`config.mk`:
```
export PLATFORM = sky130hd
export DESIGN_NAME = pic_controller
export DESIGN_NICKNAME = d
export VERILOG_FILES = /design/src/hdl/pic_pkg.sv /design/src/hdl/pic_controller.sv
export SDC_FILE = /design/constraint.sdc
export NUM_CORES = 1
export LEC_CHECK = 0
export BUFFER_PORTS_ARGS = -buffer_cell sky130_fd_sc_hd__buf_2
export CAP_MARGIN = 20
export CORE_ASPECT_RATIO = 1.1
export CORE_UTILIZATION = 50
export CTS_CLUSTER_DIAMETER = 50
export DETAILED_ROUTE_END_ITERATION = 8
export PLACE_DENSITY = 0.69
export SETUP_SLACK_MARGIN = 0.4
export SYNTH_ARGS = -nofsm -noshare
export SYNTH_HDL_FRONTEND = slang
export SYNTH_SLANG_ARGS = --single-unit
```
`constraint.sdc`:
```
create_clock -name sys_clk -period 4.2 [get_ports sys_clk]
set_clock_uncertainty 0.15 [all_clocks]
set_input_delay 0.21 -clock sys_clk [delete_from_list [all_inputs] [get_ports sys_clk]]
set_output_delay 0.21 -clock sys_clk [all_outputs]
set_load 0.02 [all_outputs]
```
`src/hdl/pic_pkg.sv`:
```
// package: constants, states and carrier types of the priority interrupt controller
package pic_pkg;
    localparam int NUM_LINES   = 8;
    localparam int ID_BITS     = 3;
    localparam logic [7:0] CALL_OPCODE = 8'hCD;
    // command word decode fields
    localparam int INIT_BIT    = 4;
    localparam int CMD3_BIT    = 3;
    localparam int LTIM_BIT    = 3;
    localparam int SNGL_BIT    = 1;
    localparam int IC4_BIT     = 0;
    localparam int X86_BIT     = 0;
    localparam int AEOI_BIT    = 1;
    localparam int BUF_BIT     = 3;
    localparam int BMASTER_BIT = 2;
    localparam int EOI_BIT     = 5;
    localparam int POLL_BIT    = 2;
    localparam int RREG_BIT    = 1;
    localparam int RIS_BIT     = 0;
    localparam logic [7:0] MASK_RESET = 8'h00;
    localparam logic [7:0] ZERO_BYTE  = 8'h00;
    localparam logic [7:0] POLL_FLAG  = 8'h80;
    localparam logic [2:0] LOW_PRIO   = 3'h7;

    typedef enum logic [1:0] {
        PIC_INIT_IDLE = 2'b00,
        PIC_INIT_W2   = 2'b01,
        PIC_INIT_W3   = 2'b10,
        PIC_INIT_W4   = 2'b11
    } pic_init_e;

    typedef struct packed {
        logic       chipSelN;
        logic       readN;
        logic       writeN;
        logic       wordSelect;
        logic [7:0] dataIn;
    } pic_bus_s;

    typedef struct packed {
        logic [7:0] dataOut;
        logic       dataOeN;
    } pic_drive_s;
endpackage

```
`src/hdl/pic_controller.sv`:
```
// eight-line priority interrupt controller, pin-level host and cascade interface
//
// Contract
// [RL1] read and write strobes act only while chip select is low
// [RL2] acknowledge pulses are served whatever chip select is
// [RL3] write strobe with chip select low captures a command word
// [RL4] read strobe with chip select low drives status onto the data bus
// [RL5] commands, status and vectors share one eight-bit bidirectional bus
// [RL6] chain id lines drive as master, are sampled as slave
// [RL7] buffered operation: dual pin is an output enabling bus transceivers
// [RL8] non-buffered: dual pin is input, high means master, low slave
// [RL9] interrupt output high while an unmasked higher-priority request waits; held low here after the first acknowledge pulse until the sequence ends
// [RL10] edge mode recognises a rising request; source holds it until acknowledged
// [RL11] level mode treats a high request as active
// [RL12] acknowledge pulses step successive vector bytes onto the bus
// [RL13] word select with strobes chooses command word or status
// [RL14] eight prioritised request lines, each with its own vector
// [RL15] cascade lines allow up to 64 vectored interrupts, no glue
// [RL16] read with select low gives pending, in-service or poll; high gives mask
// [RL17] three-pulse style: call opcode, low address byte, high address byte
// [RL18] two-pulse style: float on first pulse, vector pointer on second
// [RL19] data bus floats except for status reads and acknowledge data
// [RL20] strobes, select and requests are synchronised and edge-detected on sys_clk
`timescale 1ns/1ps
module pic_controller
    import pic_pkg::*;
(
    input  wire logic                 sys_clk,
    input  wire logic                 rst_n,
    input  wire pic_bus_s             hostBus,
    input  wire logic                 ackPulseInN,
    input  wire logic [NUM_LINES-1:0] requestLines,
    input  wire logic [ID_BITS-1:0]   chainIdLinesIn,
    output logic [ID_BITS-1:0]        chainIdLinesOut,
    output logic                      chainIdLinesOeN,
    input  wire logic                 masterSlaveOrBufferPinIn,
    output logic                      masterSlaveOrBufferPinOut,
    output logic                      masterSlaveOrBufferPinOeN,
    output pic_drive_s                dataDrive,
    output logic                      intOut
);
    // ==========================================================
    // input synchronisers
    // ==========================================================
    localparam int SW = 13 + NUM_LINES + ID_BITS + 1;
    logic [SW-1:0] syncA;
    logic [SW-1:0] syncB;
    always_ff @(posedge sys_clk) begin // [RL20]
        syncA <= {hostBus, ackPulseInN, requestLines, chainIdLinesIn, masterSlaveOrBufferPinIn};
        syncB <= syncA;
    end
    pic_bus_s             bus;
    logic                 ackN;
    logic [NUM_LINES-1:0] req;
    logic [ID_BITS-1:0]   casIn;
    logic                 spIn;
    assign {bus, ackN, req, casIn, spIn} = syncB;

    logic                 prevWrN;
    logic                 prevRdN;
    logic                 prevAckN;
    logic [NUM_LINES-1:0] prevReq;
    always_ff @(posedge sys_clk) begin
        prevWrN  <= bus.writeN | bus.chipSelN;
        prevRdN  <= bus.readN | bus.chipSelN;
        prevAckN <= ackN;
        prevReq  <= req;
    end
    wire selWr   = ~bus.chipSelN & ~bus.writeN;       // [RL1] [RL3]
    wire selRd   = ~bus.chipSelN & ~bus.readN;        // [RL1] [RL4]
    wire wrStart = selWr & prevWrN;
    wire rdStart = selRd & prevRdN;
    wire rdEnd   = ~selRd & ~prevRdN;
    wire ackFall = ~ackN & prevAckN;                  // [RL2] chip select not involved
    wire ackRise = ackN & ~prevAckN;

    // ==========================================================
    // configuration and command words
    // ==========================================================
    pic_init_e   initState;
    logic        levelMode;
    logic        singleMode;
    logic        needW4;
    logic        x86Mode;
    logic        autoEoi;
    logic        bufMode;
    logic        bufMaster;
    logic [7:0]  vecHigh;
    logic [7:0]  vecLowBase;
    logic [7:0]  chainCfg;
    logic [7:0]  maskBits;
    logic        readIsr;
    logic        pollPending;
    // any write with word select low and bit4 set restarts initialisation [RL13]
    wire wrInit  = wrStart & ~bus.wordSelect & bus.dataIn[INIT_BIT];
    wire wrCmd2  = wrStart & ~bus.wordSelect & ~bus.dataIn[INIT_BIT] & ~bus.dataIn[CMD3_BIT];
    wire wrCmd3  = wrStart & ~bus.wordSelect & ~bus.dataIn[INIT_BIT] & bus.dataIn[CMD3_BIT];
    wire wrHi    = wrStart & bus.wordSelect;
    wire wrMask  = wrHi & (initState == PIC_INIT_IDLE);
    wire isMaster = bufMode ? bufMaster : spIn;       // [RL8]
    wire cascaded = ~singleMode;

    pic_init_e next_initState;
    always_comb begin
        case (initState)
            PIC_INIT_W2: next_initState = singleMode ? (needW4 ? PIC_INIT_W4 : PIC_INIT_IDLE)
                                                     : PIC_INIT_W3;
            PIC_INIT_W3: next_initState = needW4 ? PIC_INIT_W4 : PIC_INIT_IDLE;
            default:     next_initState = PIC_INIT_IDLE;
        endcase
    end

    always_ff @(posedge sys_clk) begin
        if (!rst_n) begin
            initState <= PIC_INIT_IDLE;
            {levelMode, singleMode, needW4, x86Mode, autoEoi, bufMode, bufMaster} <= '0;
            vecHigh <= ZERO_BYTE;
            vecLowBase <= ZERO_BYTE;
            chainCfg <= ZERO_BYTE;
            maskBits <= MASK_RESET;
            readIsr <= 1'b0;
        end else if (wrInit) begin
            initState  <= PIC_INIT_W2;
            levelMode  <= bus.dataIn[LTIM_BIT];
            singleMode <= bus.dataIn[SNGL_BIT];
            needW4     <= bus.dataIn[IC4_BIT];
            vecLowBase <= bus.dataIn & 8'hE0;
            maskBits   <= MASK_RESET;
            {x86Mode, autoEoi, bufMode, bufMaster} <= '0;
            readIsr    <= 1'b0;
        end else if (wrHi && initState != PIC_INIT_IDLE) begin
            initState <= next_initState;
            case (initState)
                PIC_INIT_W2: vecHigh  <= bus.dataIn;
                PIC_INIT_W3: chainCfg <= bus.dataIn;
                default: begin
                    x86Mode   <= bus.dataIn[X86_BIT];
                    autoEoi   <= bus.dataIn[AEOI_BIT];
                    bufMode   <= bus.dataIn[BUF_BIT];
                    bufMaster <= bus.dataIn[BMASTER_BIT];
                end
            endcase
        end else if (wrMask) begin
            maskBits <= bus.dataIn;
        end else if (wrCmd3 && bus.dataIn[RREG_BIT]) begin
            readIsr <= bus.dataIn[RIS_BIT];
        end
    end

    // ==========================================================
    // request capture and priority
    // ==========================================================
    logic [NUM_LINES-1:0] pendingRequests;
    logic [NUM_LINES-1:0] inServiceBits;
    logic [1:0]           ackCount;
    logic [2:0]           ackLevel;
    logic                 ackValid;

    wire [NUM_LINES-1:0] rawReq = levelMode ? req : (req & ~prevReq); // [RL10] [RL11]
    wire [NUM_LINES-1:0] active = pendingRequests & ~maskBits;
    logic [2:0] reqLevel;
    logic       reqAny;
    logic [2:0] svcLevel;
    logic       svcAny;
    always_comb begin // [RL14] line 0 highest
        reqLevel = LOW_PRIO;
        reqAny = 1'b0;
        svcLevel = LOW_PRIO;
        svcAny = 1'b0;
        for (int i = NUM_LINES - 1; i >= 0; i--) begin
            if (active[i]) begin
                reqLevel = 3'(i);
                reqAny = 1'b1;
            end
            if (inServiceBits[i]) begin
                svcLevel = 3'(i);
                svcAny = 1'b1;
            end
        end
    end
    wire wantInt = reqAny & (~svcAny | (reqLevel < svcLevel));          // [RL9]
    wire lastAck = x86Mode ? (ackCount == 2'd1) : (ackCount == 2'd2);
    wire ackDone = ackRise & lastAck;
    wire pollRead = rdStart & pollPending;
    wire [NUM_LINES-1:0] eoiClr = (wrCmd2 && bus.dataIn[EOI_BIT] && svcAny)
                                  ? (8'h01 << svcLevel) : ZERO_BYTE;

    genvar g;
    generate
        for (g = 0; g < NUM_LINES; g++) begin : gLine
            // pending cleared when granted; edge mode needs the line still high [RL10]
            // a poll read grants the winner of this cycle, not the last acknowledged one
            wire grant = (ackDone & ackValid & (ackLevel == 3'(g)))
                       | (pollRead & reqAny & (reqLevel == 3'(g)));
            always_ff @(posedge sys_clk) begin
                if (!rst_n) begin
                    pendingRequests[g] <= 1'b0;
                    inServiceBits[g]   <= 1'b0;
                end else begin
                    pendingRequests[g] <= (rawReq[g] | (pendingRequests[g] & req[g])
                                           | (levelMode & req[g])) & ~grant;
                    if (grant && !autoEoi)
                        inServiceBits[g] <= 1'b1;
                    else if (eoiClr[g])
                        inServiceBits[g] <= 1'b0;
                end
            end
        end
    endgenerate

    // ==========================================================
    // acknowledge sequence and bus drive
    // ==========================================================
    // slave answers only when the master names its id [RL6] [RL15]
    wire slaveHit  = ~cascaded | isMaster | (casIn == chainCfg[ID_BITS-1:0]);
    wire masterCas = cascaded & isMaster & chainCfg[ackLevel];
    wire weSupply  = slaveHit & ~masterCas;
    wire [7:0] lowByte = vecLowBase | {3'h0, ackLevel, 2'h0};
    wire [7:0] ptrByte = {vecHigh[7:3], ackLevel};
    logic [7:0] ackByte;
    logic       ackDrive;
    always_comb begin
        ackByte = ZERO_BYTE;
        ackDrive = 1'b0;
        if (x86Mode) begin
            ackByte = ptrByte;                       // [RL18]
            ackDrive = (ackCount == 2'd1) & weSupply;
        end else begin
            case (ackCount)                           // [RL17] [RL12]
                2'd0:    begin ackByte = CALL_OPCODE; ackDrive = isMaster | ~cascaded; end
                2'd1:    begin ackByte = lowByte; ackDrive = weSupply; end
                2'd2:    begin ackByte = vecHigh; ackDrive = weSupply; end
                default: begin ackByte = ZERO_BYTE; ackDrive = 1'b0; end
            endcase
        end
    end
    wire [7:0] statusByte = bus.wordSelect ? maskBits                     // [RL16]
                          : pollPending ? (POLL_FLAG & {8{wantInt}}) | {5'h0, reqLevel}
                          : readIsr ? inServiceBits : pendingRequests;
    // status held from the strobe's start, so a poll grant cannot alter it mid-read
    wire [7:0] readByte = rdStart ? statusByte : dataDrive.dataOut;
    wire driveAck  = ~ackN & ackDrive;                                    // [RL2]
    wire driveStat = selRd;                                               // [RL4]

    always_ff @(posedge sys_clk) begin
        if (!rst_n) begin
            ackCount <= 2'd0;
            ackLevel <= LOW_PRIO;
            ackValid <= 1'b0;
            pollPending <= 1'b0;
            intOut <= 1'b0;
            dataDrive <= '{dataOut: ZERO_BYTE, dataOeN: 1'b1};
            chainIdLinesOut <= 3'h0;
            chainIdLinesOeN <= 1'b1;
            masterSlaveOrBufferPinOut <= 1'b1;
            masterSlaveOrBufferPinOeN <= 1'b1;
        end else begin
            if (ackFall && ackCount == 2'd0) begin
                // latch winner; no request behaves as lowest line, no service bit
                ackLevel <= reqLevel;
                ackValid <= reqAny;
            end else if (pollRead) begin
                ackLevel <= reqLevel;
                ackValid <= reqAny;
            end
            if (ackRise)
                ackCount <= lastAck ? 2'd0 : ackCount + 2'd1;
            if (wrCmd3)
                pollPending <= bus.dataIn[POLL_BIT];
            else if (rdEnd)
                pollPending <= 1'b0;
            intOut <= wantInt & (ackCount == 2'd0);                          // [RL9]
            dataDrive.dataOut <= driveAck ? ackByte : readByte;              // [RL5]
            dataDrive.dataOeN <= ~(driveAck | driveStat);                    // [RL19]
            chainIdLinesOut <= ackLevel;
            chainIdLinesOeN <= ~(cascaded & isMaster & ackCount != 2'd0);    // [RL6]
            masterSlaveOrBufferPinOut <= ~(driveAck | driveStat);            // [RL7]
            masterSlaveOrBufferPinOeN <= ~bufMode;                           // [RL8]
        end
    end
endmodule

```
==> results of run 1 <==
## per-layer routing
layer,track usage (%),vias to the layer above,share of wire [%]
li1,-,1993,-
met1,29.1,1927,45
met2,40.5,164,47
met3,6.46,26,5.5
met4,10.6,0,2.5
met5,0,-,0
## flip-flops by register name, summed over array words and instances (netlist names), 2 cells and up
| register | flops |
|---|---|
| vecHigh | 8 |
| pendingRequests | 8 |
| ackCount | 2 |
| vecLowBase | 3 |
| maskBits | 8 |
| dataDrive | 9 |
| chainIdLinesOut | 3 |
| syncA | 25 |
| inServiceBits | 8 |
| initState | 2 |
| syncB | 25 |
| ackLevel | 3 |
| chainCfg | 8 |
| prevReq | 8 |
## worst paths after layout
check / endpoint / slack [ns] / cells past startpoint
worst max register to register: dataDrive[8]$_SDFFE_PN0P_ / 1.68 / 7
worst max-delay path: dataDrive[8]$_SDFFE_PN0P_ / 1.68 / 7
worst min register to register: syncB[4]$_DFF_P_ / 0.18 / 0
worst min-delay path: ackLevel[0]$_SDFFE_PN1P_ / 0.05 / 2
## power by group through the flow
stage,Clock [W],Sequential (W),Combinational [W]
floorplan,0,0.00141,0.000114
global placement,0,0.00141,0.000168
detailed placement,0,0.00141,0.000171
CTS,0.00149,0.00139,0.000189
global route,0.00155,0.00139,0.000209
finish,0.00147,0.00139,0.000191
## per-stage QoR
| step | worst slack, ns | cells | hold slack, ns |
|---|---|---|---|
| final | 1.68 | 723 | 0.0514 |
| after global routing | 1.47 | 723 | 0.0981 |
| after CTS | 1.69 | 723 | 0.0447 |
| after detailed placement | 1.72 | 667 | 0.162 |
| after global placement | 1.80 | 667 | 0.160 |
| after floorplan | 1.98 | 531 | 0.0877 |
## Yosys cell counts (all sizes together), types with 2 or more instances
| cell | n | area [sq um] |
|---|---|---|
| a2111oi | 3 | 26.3 |
| a211oi | 6 | 45.0 |
| a21boi | 15 | 113 |
| a21oi | 24 | 120 |
| a221oi | 6 | 52.6 |
| a22o | 2 | 17.5 |
| a22oi | 2 | 15.0 |
| a31o | 2 | 17.5 |
| a31oi | 3 | 18.8 |
| a32o | 2 | 20.0 |
| a32oi | 2 | 17.5 |
| and2 | 6 | 37.5 |
| and3 | 2 | 12.5 |
| and4 | 6 | 52.6 |
| buf | 4 | 31.3 |
| clkbuf | 23 | 86.3 |
| dfxtp | 136 | 2720 |
| ha | 9 | 113 |
| inv | 18 | 67.6 |
| mux2 | 6 | 67.6 |
| mux2i | 22 | 220 |
| mux4 | 2 | 45.0 |
| nand2 | 57 | 214 |
| nand2b | 7 | 43.8 |
| nand3 | 22 | 110 |
| nand3b | 2 | 18.8 |
| nand4 | 3 | 18.8 |
| nor2 | 55 | 206 |
| nor2b | 12 | 75.1 |
| nor3 | 6 | 30.0 |
| nor3b | 3 | 27.5 |
| nor4 | 2 | 12.5 |
| nor4b | 2 | 32.5 |
| o21a | 7 | 52.6 |
| o21ai | 23 | 115 |
| o31a | 2 | 17.5 |
| o31ai | 8 | 60.1 |
| or3 | 4 | 25.0 |
| xnor2 | 3 | 26.3 |
## worst max-delay path: cells and delay by family (launching register included)
kind | cells | cell delay, ns
flops | 1 | 0.38
compound gates | 6 | 1.58
fa+ha+maj | 1 | 0.35
## area by class of cell
cell class	count	area, sq um
fill	833	3670
sequential	136	2720
multi-input combinational	350	2210
timing repair buffer	68	468
clock buffer	20	445
tap	120	150
clock inverter	11	148
inverter	18	67.6
## cells by family after synthesis
kind of cell,count (synthesis),synth area share [%]
mux,30,6.50
xor+xnor,3,0.513
simple gates,191,18.3
fa+ha+maj,9,2.20
flops,136,53.2
compound gates,117,15.7
buf+inv,45,3.62
## cells in the final DEF, fill, tap and decap left out, drive strengths merged, types with 3 or more instances in the layout
cell type,netlist,layout
and4,6,6
o31ai,8,8
a21oi,24,24
nand2,57,57
nand3,22,22
nand4,3,3
inv,18,19
dlygate4sd3,0,25
and2,6,6
ha,9,9
mux2i,22,22
a221oi,6,6
a21boi,15,15
bufinv,0,3
xnor2,3,3
nor2,55,55
a211oi,6,6
or3,4,4
nand2b,7,7
o21ai,23,23
buf,4,43
o21a,7,7
clkbuf,23,20
clkinv,0,3
mux2,6,6
a31oi,3,3
a2111oi,3,3
nor3,6,6
nor3b,3,3
dfxtp,136,136
clkinvlp,0,4
nor2b,12,12
==> results.json, run 1 <==
{
  "status": "finished, final reports clean",
  "fin_util_pct": 62.8,
  "finalInstanceArea_sq_mm": 0.00621,
  "initialDrtViolationCount": 262,
  "crit_required_ns": 4.52,
  "synth_seq_area_share_pct": 53.2,
  "p_sw_share_pct": 22.6,
  "place.port_buffers": 42,
  "worst_skew_pair.late_latency_ns": 0.53,
  "clock_tree_from_tritoncts": "yes",
  "grt_first_pass_wirelength_microns": 19400,
  "synth_area_per_cell_sq_um": 9.64,
  "worst_hold_startpoint": "rst_n",
  "final_net_count": 627,
  "clock_path_buffers": 2,
  "grt_start_max_net_pins": 46,
  "cts-buffers-inserted": 17,
  "cap_violations": 0,
  "regToRegStartpoint": "inServiceBits[2]$_SDFFE_PN0P_",
  "number_of_synthesized_flops_with_an_enable_pin": 0,
  "critical_path_cell_by_cell": "o31ai_1, ha_1, o21a_1, o21ai_0, a31oi_1, a2111oi_0, a31o_1",
  "timing.critical_path.slowest_stage_cell": "o31ai_1",
  "cts-hold-fix-buffers": 25,
  "slew_headroom_pct": 48.7,
  "p_per_area_mw_per_mm2": 491,
  "via_count": 4110,
  "setup_viol": 0,
  "power.share.clock_pct": 48.3,
  "post-dp-hpwl_microns": 8420,
  "clk_pin_slew_ns": 0.06,
  "number_of_antenna_violations_at_the_first_check_in_global_routing": 0,
  "mapped_cells": 531,
  "clock-sinks": 136,
  "antenna-diode-count": 0,
  "vias_in_the_first_global_route": 3937,
  "cts.repair.resized": 0,
  "internal_power_contribution_w": 0.00236,
  "remaining_drc_errors": 0,
  "power_frac_comb_pct": 6.3,
  "synth-main-ff-cell": "dfxtp_1",
  "path_max_fanout": 7,
  "setup.worst_path.start_class": "register",
  "switchingPower_w": 0.000689,
  "globalRouteTotalUtil_pct": 24.1,
  "floorplan.initialDensity_pct": 51.8,
  "final.period_utilization_pct": 60.0,
  "finalSetupTns_ns": 0,
  "synth_cell_type_count": 59,
  "cts-htree-levels": 4,
  "dr.pass1.iters": 7,
  "total_power_w": 0.00305,
  "floorplan.die.width_microns": 98.5,
  "ys_async_sr_fraction_pct": 0,
  "vert_die_dim_microns": 108,
  "number_of_storage_elements_in_the_synthesis_netlist": 136,
  "syn2layout_area_growth_pct": 21.4,
  "global_route.overflow_total": 0,
  "design.portCount": 43,
  "crit_arrival_ns": 2.84,
  "routabilityCongestion": 0.902,
  "period_minus_slack_ns": 2.52,
  "cts.repair_timing.setup_buffer_count": 0,
  "wl_per_cell_microns": 16.7,
  "netlist_area_sq_mm": 0.00512,
  "clk_root_buffer_cell": "clkbuf_8",
  "maxClockFrequency_mhz": 397,
  "worst-slew-pin-transition_ns": 0.769,
  "core_sq_mm": 0.00989,
  "yosysWarnings": 0,
  "worst_setup_path_startpoint": "inServiceBits[2]$_SDFFE_PN0P_",
  "hp-class": "primary input to register",
  "delay_contributed_by_the_slowest_stage_of_the_critical_path_ns": 0.59,
  "unrepaired_setup_endpoints_after_global_routing": "false",
  "wirelength_microns": 12100,
  "static-leakage-power_nw": 2.55,
  "power.sequential.fraction_pct": 45.4,
  "irDropWorstVdd_uv": 316,
  "worstSetupPathType": "register to register",
  "cp-end-kind": "register",
  "routed_via_density": 5.68,
  "std_cell_rows": 38,
  "hold_viol_final": 0,
  "ratio_of_cells_with_drive_above_1_in_the_final_layout_pct": 14.6,
  "antenna_violating_nets_post_route": 0,
  "placed_area_sq_mm": 0.00537,
  "net_count_after_synthesis": 567,
  "timing.final.max_slew_violations": 0,
  "overall_die_area_sq_mm": 0.0107
}
No activity file was read; power rests on OpenSTA's default activity.
==> inputs of run 2 (changes only) <==
--- a/config.mk
+++ b/config.mk
@@ -11,7 +11,7 @@
 export CORE_UTILIZATION = 50
 export CTS_CLUSTER_DIAMETER = 50
 export DETAILED_ROUTE_END_ITERATION = 8
-export PLACE_DENSITY = 0.69
+export PLACE_DENSITY = 0.71
 export SETUP_SLACK_MARGIN = 0.4
 export SYNTH_ARGS = -nofsm -noshare
 export SYNTH_HDL_FRONTEND = slang
==> constraint.sdc (replaced) <==
create_clock -name sys_clk -period 2.2 [get_ports sys_clk]
set_clock_uncertainty 0.15 [all_clocks]
set_input_delay 0.11 -clock sys_clk [delete_from_list [all_inputs] [get_ports sys_clk]]
set_output_delay 0.11 -clock sys_clk [all_outputs]
set_load 0.02 [all_outputs]
==> run 2 against run 1 <==
The flow now finishes with violations (design-rule violations). Non-clock buffer count rose by 54. Count of clock-buffer cells in the layout rose by 1. Core utilization rose by 11 points.
==> results.json, run 2 (same netlist as run 1, synthesis figures left out) <==
{
  "status": "complete, but fails checks",
  "failed_checks": "design-rule violations",
  "worst_setup_path_startpoint": "syncB[21]$_DFF_P_",
  "p_per_area_mw_per_mm2": 842,
  "crit_required_ns": 2.46,
  "hold_viol_final": 0,
  "hp-class": "primary input to register",
  "final.period_utilization_pct": 98.4,
  "regToRegStartpoint": "syncB[21]$_DFF_P_",
  "placed_area_sq_mm": 0.00572,
  "overall_die_area_sq_mm": 0.0107,
  "worstSetupPathType": "register to register",
  "fin_cells": 779,
  "setup_viol": 0,
  "worst-slew-pin-transition_ns": 0.872,
  "number_of_antenna_violations_at_the_first_check_in_global_routing": 0,
  "vert_die_dim_microns": 108,
  "final_net_count": 682,
  "syn2layout_area_growth_pct": 43.1,
  "unrepaired_setup_endpoints_after_global_routing": "true",
  "clk_pin_slew_ns": 0.06,
  "std_cell_rows": 38,
  "floorplan.die.width_microns": 98.5,
  "clk_root_buffer_cell": "clkbuf_8",
  "timing.reg2reg.setup_slack_ns": 0.04,
  "worst_skew_pair.late_latency_ns": 0.52,
  "design.portCount": 43,
  "antenna_violating_nets_post_route": 0,
  "global_route.overflow_total": 0,
  "routed.top_layer": "met4",
  "irDropWorstVdd_uv": 680,
  "vias_in_the_first_global_route": 4204,
  "finalSetupTns_ns": 0,
  "crit_arrival_ns": 2.42,
  "wl_met3_microns": 727,
  "layout.cells.most_common_list": "119 x dfxtp_1, 51 x nand2_1, 48 x nor2_1",
  "clock_tree_from_tritoncts": "yes",
  "via_count": 4445,
  "path_max_fanout": 3,
  "sequential_cell_area_sq_mm": 0.00275,
  "multiInputGateArea_sq_mm": 0.00279,
  "critical_path.endpoint": "inServiceBits[7]$_SDFFE_PN0P_",
  "maxClockFrequency_mhz": 462,
  "delay_contributed_by_the_slowest_stage_of_the_critical_path_ns": 0.56,
  "post-dp-hpwl_microns": 9320,
  "setup.worst_path.start_class": "register",
  "clock_path_buffers": 2,
  "floorplan.initialDensity_pct": 51.8,
  "globalRouteTotalUtil_pct": 27.3,
  "cts-htree-levels": 4,
  "fillers": 682,
  "cap_violations": 0,
  "routabilityCongestion": 0.958,
  "wl_per_cell_microns": 18.3,
  "grt_start_max_net_pins": 22,
  "place.detailed.instances": 701,
  "cp-end-kind": "register",
  "reg2reg_depth": 7,
  "dr.pass1.iters": 7,
  "mostFrequentLayoutCell": "dfxtp_1",
  "wirelength_microns": 14300,
  "static-leakage-power_nw": 2.99,
  "finalInstanceArea_sq_mm": 0.00733,
  "hold_ws_ns": 0.0678,
  "routed_via_density": 5.71,
  "regs_by_ff_count": "syncA: 25 flops, syncB: 25 flops, dataDrive: 9 flops",
  "fin_util_pct": 74.1,
  "remaining_drc_errors": 4,
  "clock-sinks": 136,
  "ratio_of_cells_with_drive_above_1_in_the_final_layout_pct": 35.7,
  "antenna-diode-count": 0,
  "timing.final.max_slew_violations": 0,
  "critical_path_cell_by_cell": "or4b_4, nor4b_4, buf_4, nand3b_4, o41ai_2, o21ai_1, and2_1",
  "place.port_buffers": 42,
  "met2RoutedLength_microns": 6980,
  "slew_headroom_pct": 41.8,
  "cts-buffers-inserted": 17,
  "r2r-end": "inServiceBits[7]$_SDFFE_PN0P_",
  "core_sq_mm": 0.00989,
  "timing.critical_path.slowest_stage_cell": "or4b_4",
  "grt_first_pass_wirelength_microns": 21700,
  "met1_wl_microns": 6030,
  "initialDrtViolationCount": 363,
  "period_minus_slack_ns": 2.16
}
[run 2: cell type report]
cell class	count	share of cell area, %
tap	120	2.05
sequential	136	37.6
clock inverter	11	2.20
multi-input combinational	351	38.0
timing repair buffer	122	12.8
clock buffer	21	6.40
inverter	18	0.990
[run 2: timing repair]
action                     in CTS  in global routing
pin swaps                      18                 20
hold endpoints to repair       35                  0
hold buffers                   26                  0
gates cloned                    1                  0
setup buffers                  11                  8
resized for setup              67                 54
setup endpoints to repair      56                 48
[run 2: metrics by stage]
stage	total power [W]	setup WS, ns
4_1_cts	0.00614	0.0524
6_report	0.00617	0.0351
5_1_grt	0.00636	-0.0460
3_5_place_dp	0.00308	0.0169
2_1_floorplan	0.00292	0.200
3_3_place_gp	0.00307	0.0444
[run 2: routing by layer]
metal	up-vias	GRT usage [%]
met3	44	5.37
li1	2113	-
met4	0	15.0
met2	158	45.9
met1	2130	33.1
met5	-	0
[run 2: worst max-delay path, delay by kind of cell, from the launching register on]
| family | cells | cell delay [ns] |
|---|---|---|
| and+or+nand+nor | 4 | 1.06 |
| AOI/OAI and AO/OA | 2 | 0.32 |
| buffers and inverters | 1 | 0.19 |
| DFF | 1 | 0.32 |
[run 2: worst min path at each step]
stage	startpoint	end	slack, ns	cells after the start
5_1_grt	requestLines[3]	syncA[7]$_DFF_P_	0.05	2
6_report	masterSlaveOrBufferPinIn	syncA[0]$_DFF_P_	0.07	2
2_1_floorplan	masterSlaveOrBufferPinIn	syncA[0]$_DFF_P_	-0.01	0
4_1_cts	requestLines[3]	syncA[7]$_DFF_P_	0.05	2
3_5_place_dp	requestLines[3]	syncA[7]$_DFF_P_	0.06	1
3_3_place_gp	hostBus[10]	syncA[23]$_DFF_P_	0.06	1
[run 2: power by group]
group	internal (W)	leakage, nW	total (W)	switching [W]
sequential	0.00257	1.13	0.00264	0.0000703
clock	0.00187	0.307	0.00297	0.00110
combinational	0.000267	1.55	0.000564	0.000297
==> inputs of run 3 (changes only) <==
--- a/config.mk
+++ b/config.mk
@@ -6,13 +6,11 @@
 export NUM_CORES = 1
 export LEC_CHECK = 0
 export BUFFER_PORTS_ARGS = -buffer_cell sky130_fd_sc_hd__buf_2
-export CAP_MARGIN = 20
 export CORE_ASPECT_RATIO = 1.1
 export CORE_UTILIZATION = 50
 export CTS_CLUSTER_DIAMETER = 50
 export DETAILED_ROUTE_END_ITERATION = 8
 export PLACE_DENSITY = 0.71
-export SETUP_SLACK_MARGIN = 0.4
 export SYNTH_ARGS = -nofsm -noshare
 export SYNTH_HDL_FRONTEND = slang
 export SYNTH_SLANG_ARGS = --single-unit
==> run 3 against run 2 <==
Worst hold slack worse by 0.0024 ns. First-iteration DRC count fell by 47%. Fmax decreased by 0.11%. The run still ends with design-rule violations left. Count of clock-buffer cells in the layout is 2 lower. Largest cell class is now sequential cells.
==> results.json, run 3 (same netlist as run 1, synthesis figures left out) <==
{
  "status": "complete, but fails checks",
  "failed_checks": "design-rule violations",
  "slew_headroom_pct": 56.2,
  "grt_start_max_net_pins": 27,
  "mostFrequentLayoutCell": "dfxtp_1",
  "final_net_count": 672,
  "antenna_violating_nets_post_route": 0,
  "final.period_utilization_pct": 98.5,
  "cap_violations": 0,
  "layout_setup_ws_ns": 0.0326,
  "syn2layout_area_growth_pct": 30.3,
  "routed_via_density": 5.55,
  "timing.final.max_slew_violations": 0,
  "power.share.clock_pct": 45.5,
  "fillers": 793,
  "total_power_w": 0.00567,
  "clock_path_buffers": 2,
  "worst_setup_path_startpoint": "pendingRequests[1]$_SDFF_PN0_",
  "finalInstanceArea_sq_mm": 0.00667,
  "pre_cts_ws_ns": -0.0570,
  "worst_hold_startpoint": "hostBus[3]",
  "r2r-end": "dataDrive[1]$_SDFFE_PN0P_",
  "vias_in_the_first_global_route": 4032,
  "setup_viol": 0,
  "cp-end-kind": "register",
  "cts-buffers-inserted": 17,
  "clock-sinks": 136,
  "antenna-diode-count": 0,
  "timing.reg2reg.setup_slack_ns": 0.03,
  "design.portCount": 43,
  "regs_by_ff_count": "syncA: 25 flops, syncB: 25 flops, dataDrive: 9 flops",
  "placed_area_sq_mm": 0.00568,
  "maxClockFrequency_mhz": 461,
  "grt_first_pass_wirelength_microns": 20400,
  "fin_cells": 769,
  "fin_util_pct": 67.5,
  "overall_die_area_sq_mm": 0.0107,
  "layout.cells.most_common_list": "129 x dfxtp_1, 55 x nand2_1, 53 x nor2_1",
  "p_per_area_mw_per_mm2": 850,
  "core_sq_mm": 0.00989,
  "sequential_cell_area_sq_mm": 0.00273,
  "floorplan.die.width_microns": 98.5,
  "hold_viol_final": 0,
  "std_cell_rows": 38,
  "place.port_buffers": 42,
  "irDropWorstVdd_uv": 624,
  "power.sequential.fraction_pct": 46.5,
  "floorplan.initialDensity_pct": 51.8,
  "remaining_drc_errors": 5,
  "period_minus_slack_ns": 2.17,
  "internal_power_contribution_w": 0.00423,
  "dr.pass1.iters": 8,
  "routabilityCongestion": 0.901,
  "ratio_of_cells_with_drive_above_1_in_the_final_layout_pct": 25.0,
  "unrepaired_setup_endpoints_after_global_routing": "true",
  "worst-slew-pin-transition_ns": 0.657,
  "clock_tree_from_tritoncts": "yes",
  "hold-path-endpoint": "syncA[16]$_DFF_P_",
  "setup.worst_path.start_class": "register",
  "wl_per_cell_microns": 17.0,
  "post-dp-hpwl_microns": 8970,
  "power_frac_comb_pct": 8.0,
  "place.detailed.instances": 708,
  "worst_skew_pair.late_latency_ns": 0.53,
  "reg2reg_depth": 7,
  "clk_pin_slew_ns": 0.06,
  "cts-htree-levels": 4,
  "crit_required_ns": 2.48,
  "p_sw_share_pct": 25.5,
  "clk_root_buffer_cell": "clkbuf_8",
  "wirelength_microns": 13100,
  "crit_arrival_ns": 2.45,
  "static-leakage-power_nw": 2.78,
  "multiInputGateArea_sq_mm": 0.00238,
  "vert_die_dim_microns": 108,
  "worstSetupPathType": "register to register",
  "global_route.overflow_total": 0,
  "via_count": 4265,
  "number_of_stages_on_the_worst_hold_path": 2,
  "path_max_fanout": 6,
  "initialDrtViolationCount": 192,
  "switchingPower_w": 0.00145,
  "regToRegStartpoint": "pendingRequests[1]$_SDFF_PN0_",
  "hp-class": "primary input to register",
  "globalRouteTotalUtil_pct": 25.4,
  "number_of_antenna_violations_at_the_first_check_in_global_routing": 0
}
[run 3: timing repair]
item / in CTS / in global routing
hold endpoints to repair: 40 / 0
pin swaps: 2 / 7
setup buffers: 0 / 2
hold buffers: 26 / 0
gates cloned: 0 / 1
gates resized for setup: 3 / 38
setup endpoints to repair: 2 / 14
[run 3: area by class of cell]
type,instances,share of cell area [%]
Timing Repair Buffer,112,12.0
Sequential cell,136,40.9
Tap cell,120,2.25
Multi-Input combinational cell,351,35.7
Clock buffer,19,6.47
Inverter,18,1.01
Clock inverter,13,1.67
[run 3: power by group through the flow]
stage | Combinational, W | Clock, W | Sequential [W]
finish | 0.000455 | 0.00258 | 0.00264
detailed placement | 0.000379 | 0 | 0.00268
floorplan | 0.000219 | 0 | 0.00269
global placement | 0.000375 | 0 | 0.00268
global route | 0.000493 | 0.00272 | 0.00264
CTS | 0.000419 | 0.00261 | 0.00263
[run 3: how the worst max path moves through the flow]
stage               cells past startpoint                        end  slack [ns]
floorplan                               8  dataDrive[8]$_SDFFE_PN0P_        0.05
global placement                       10  dataDrive[8]$_SDFFE_PN0P_       -0.03
detailed placement                     10  dataDrive[8]$_SDFFE_PN0P_       -0.06
CTS                                    10  dataDrive[8]$_SDFFE_PN0P_        0.01
global route                            8  dataDrive[8]$_SDFFE_PN0P_       -0.04
finish                                  7  dataDrive[1]$_SDFFE_PN0P_        0.03
[run 3: through the flow]
step           TNS [ns]  hold WS [ns]
6_report              0        0.0654
5_1_grt          -0.102        0.0537
4_1_cts               0        0.0474
3_5_place_dp    -0.0570        0.0636
3_3_place_gp    -0.0324        0.0617
2_1_floorplan         0       -0.0123
[run 3: layer usage]
metal	global-route usage, %	vias up	wire [microns]
met5	0	-	0
met4	9.70	0	254
met3	4.98	20	688
met2	41.8	131	6220
met1	33.2	2034	5930
li1	-	2080	-
[run 3: critical path: stages, from the launching register on]
cell,delay (ns)
dfxtp_1,0.40
buf_4,0.15
nor2b_1,0.17
o21ai_1,0.10
a31o_2,0.30
a2111oi_1,0.47
a2111oi_1,0.11
a211oi_1,0.23
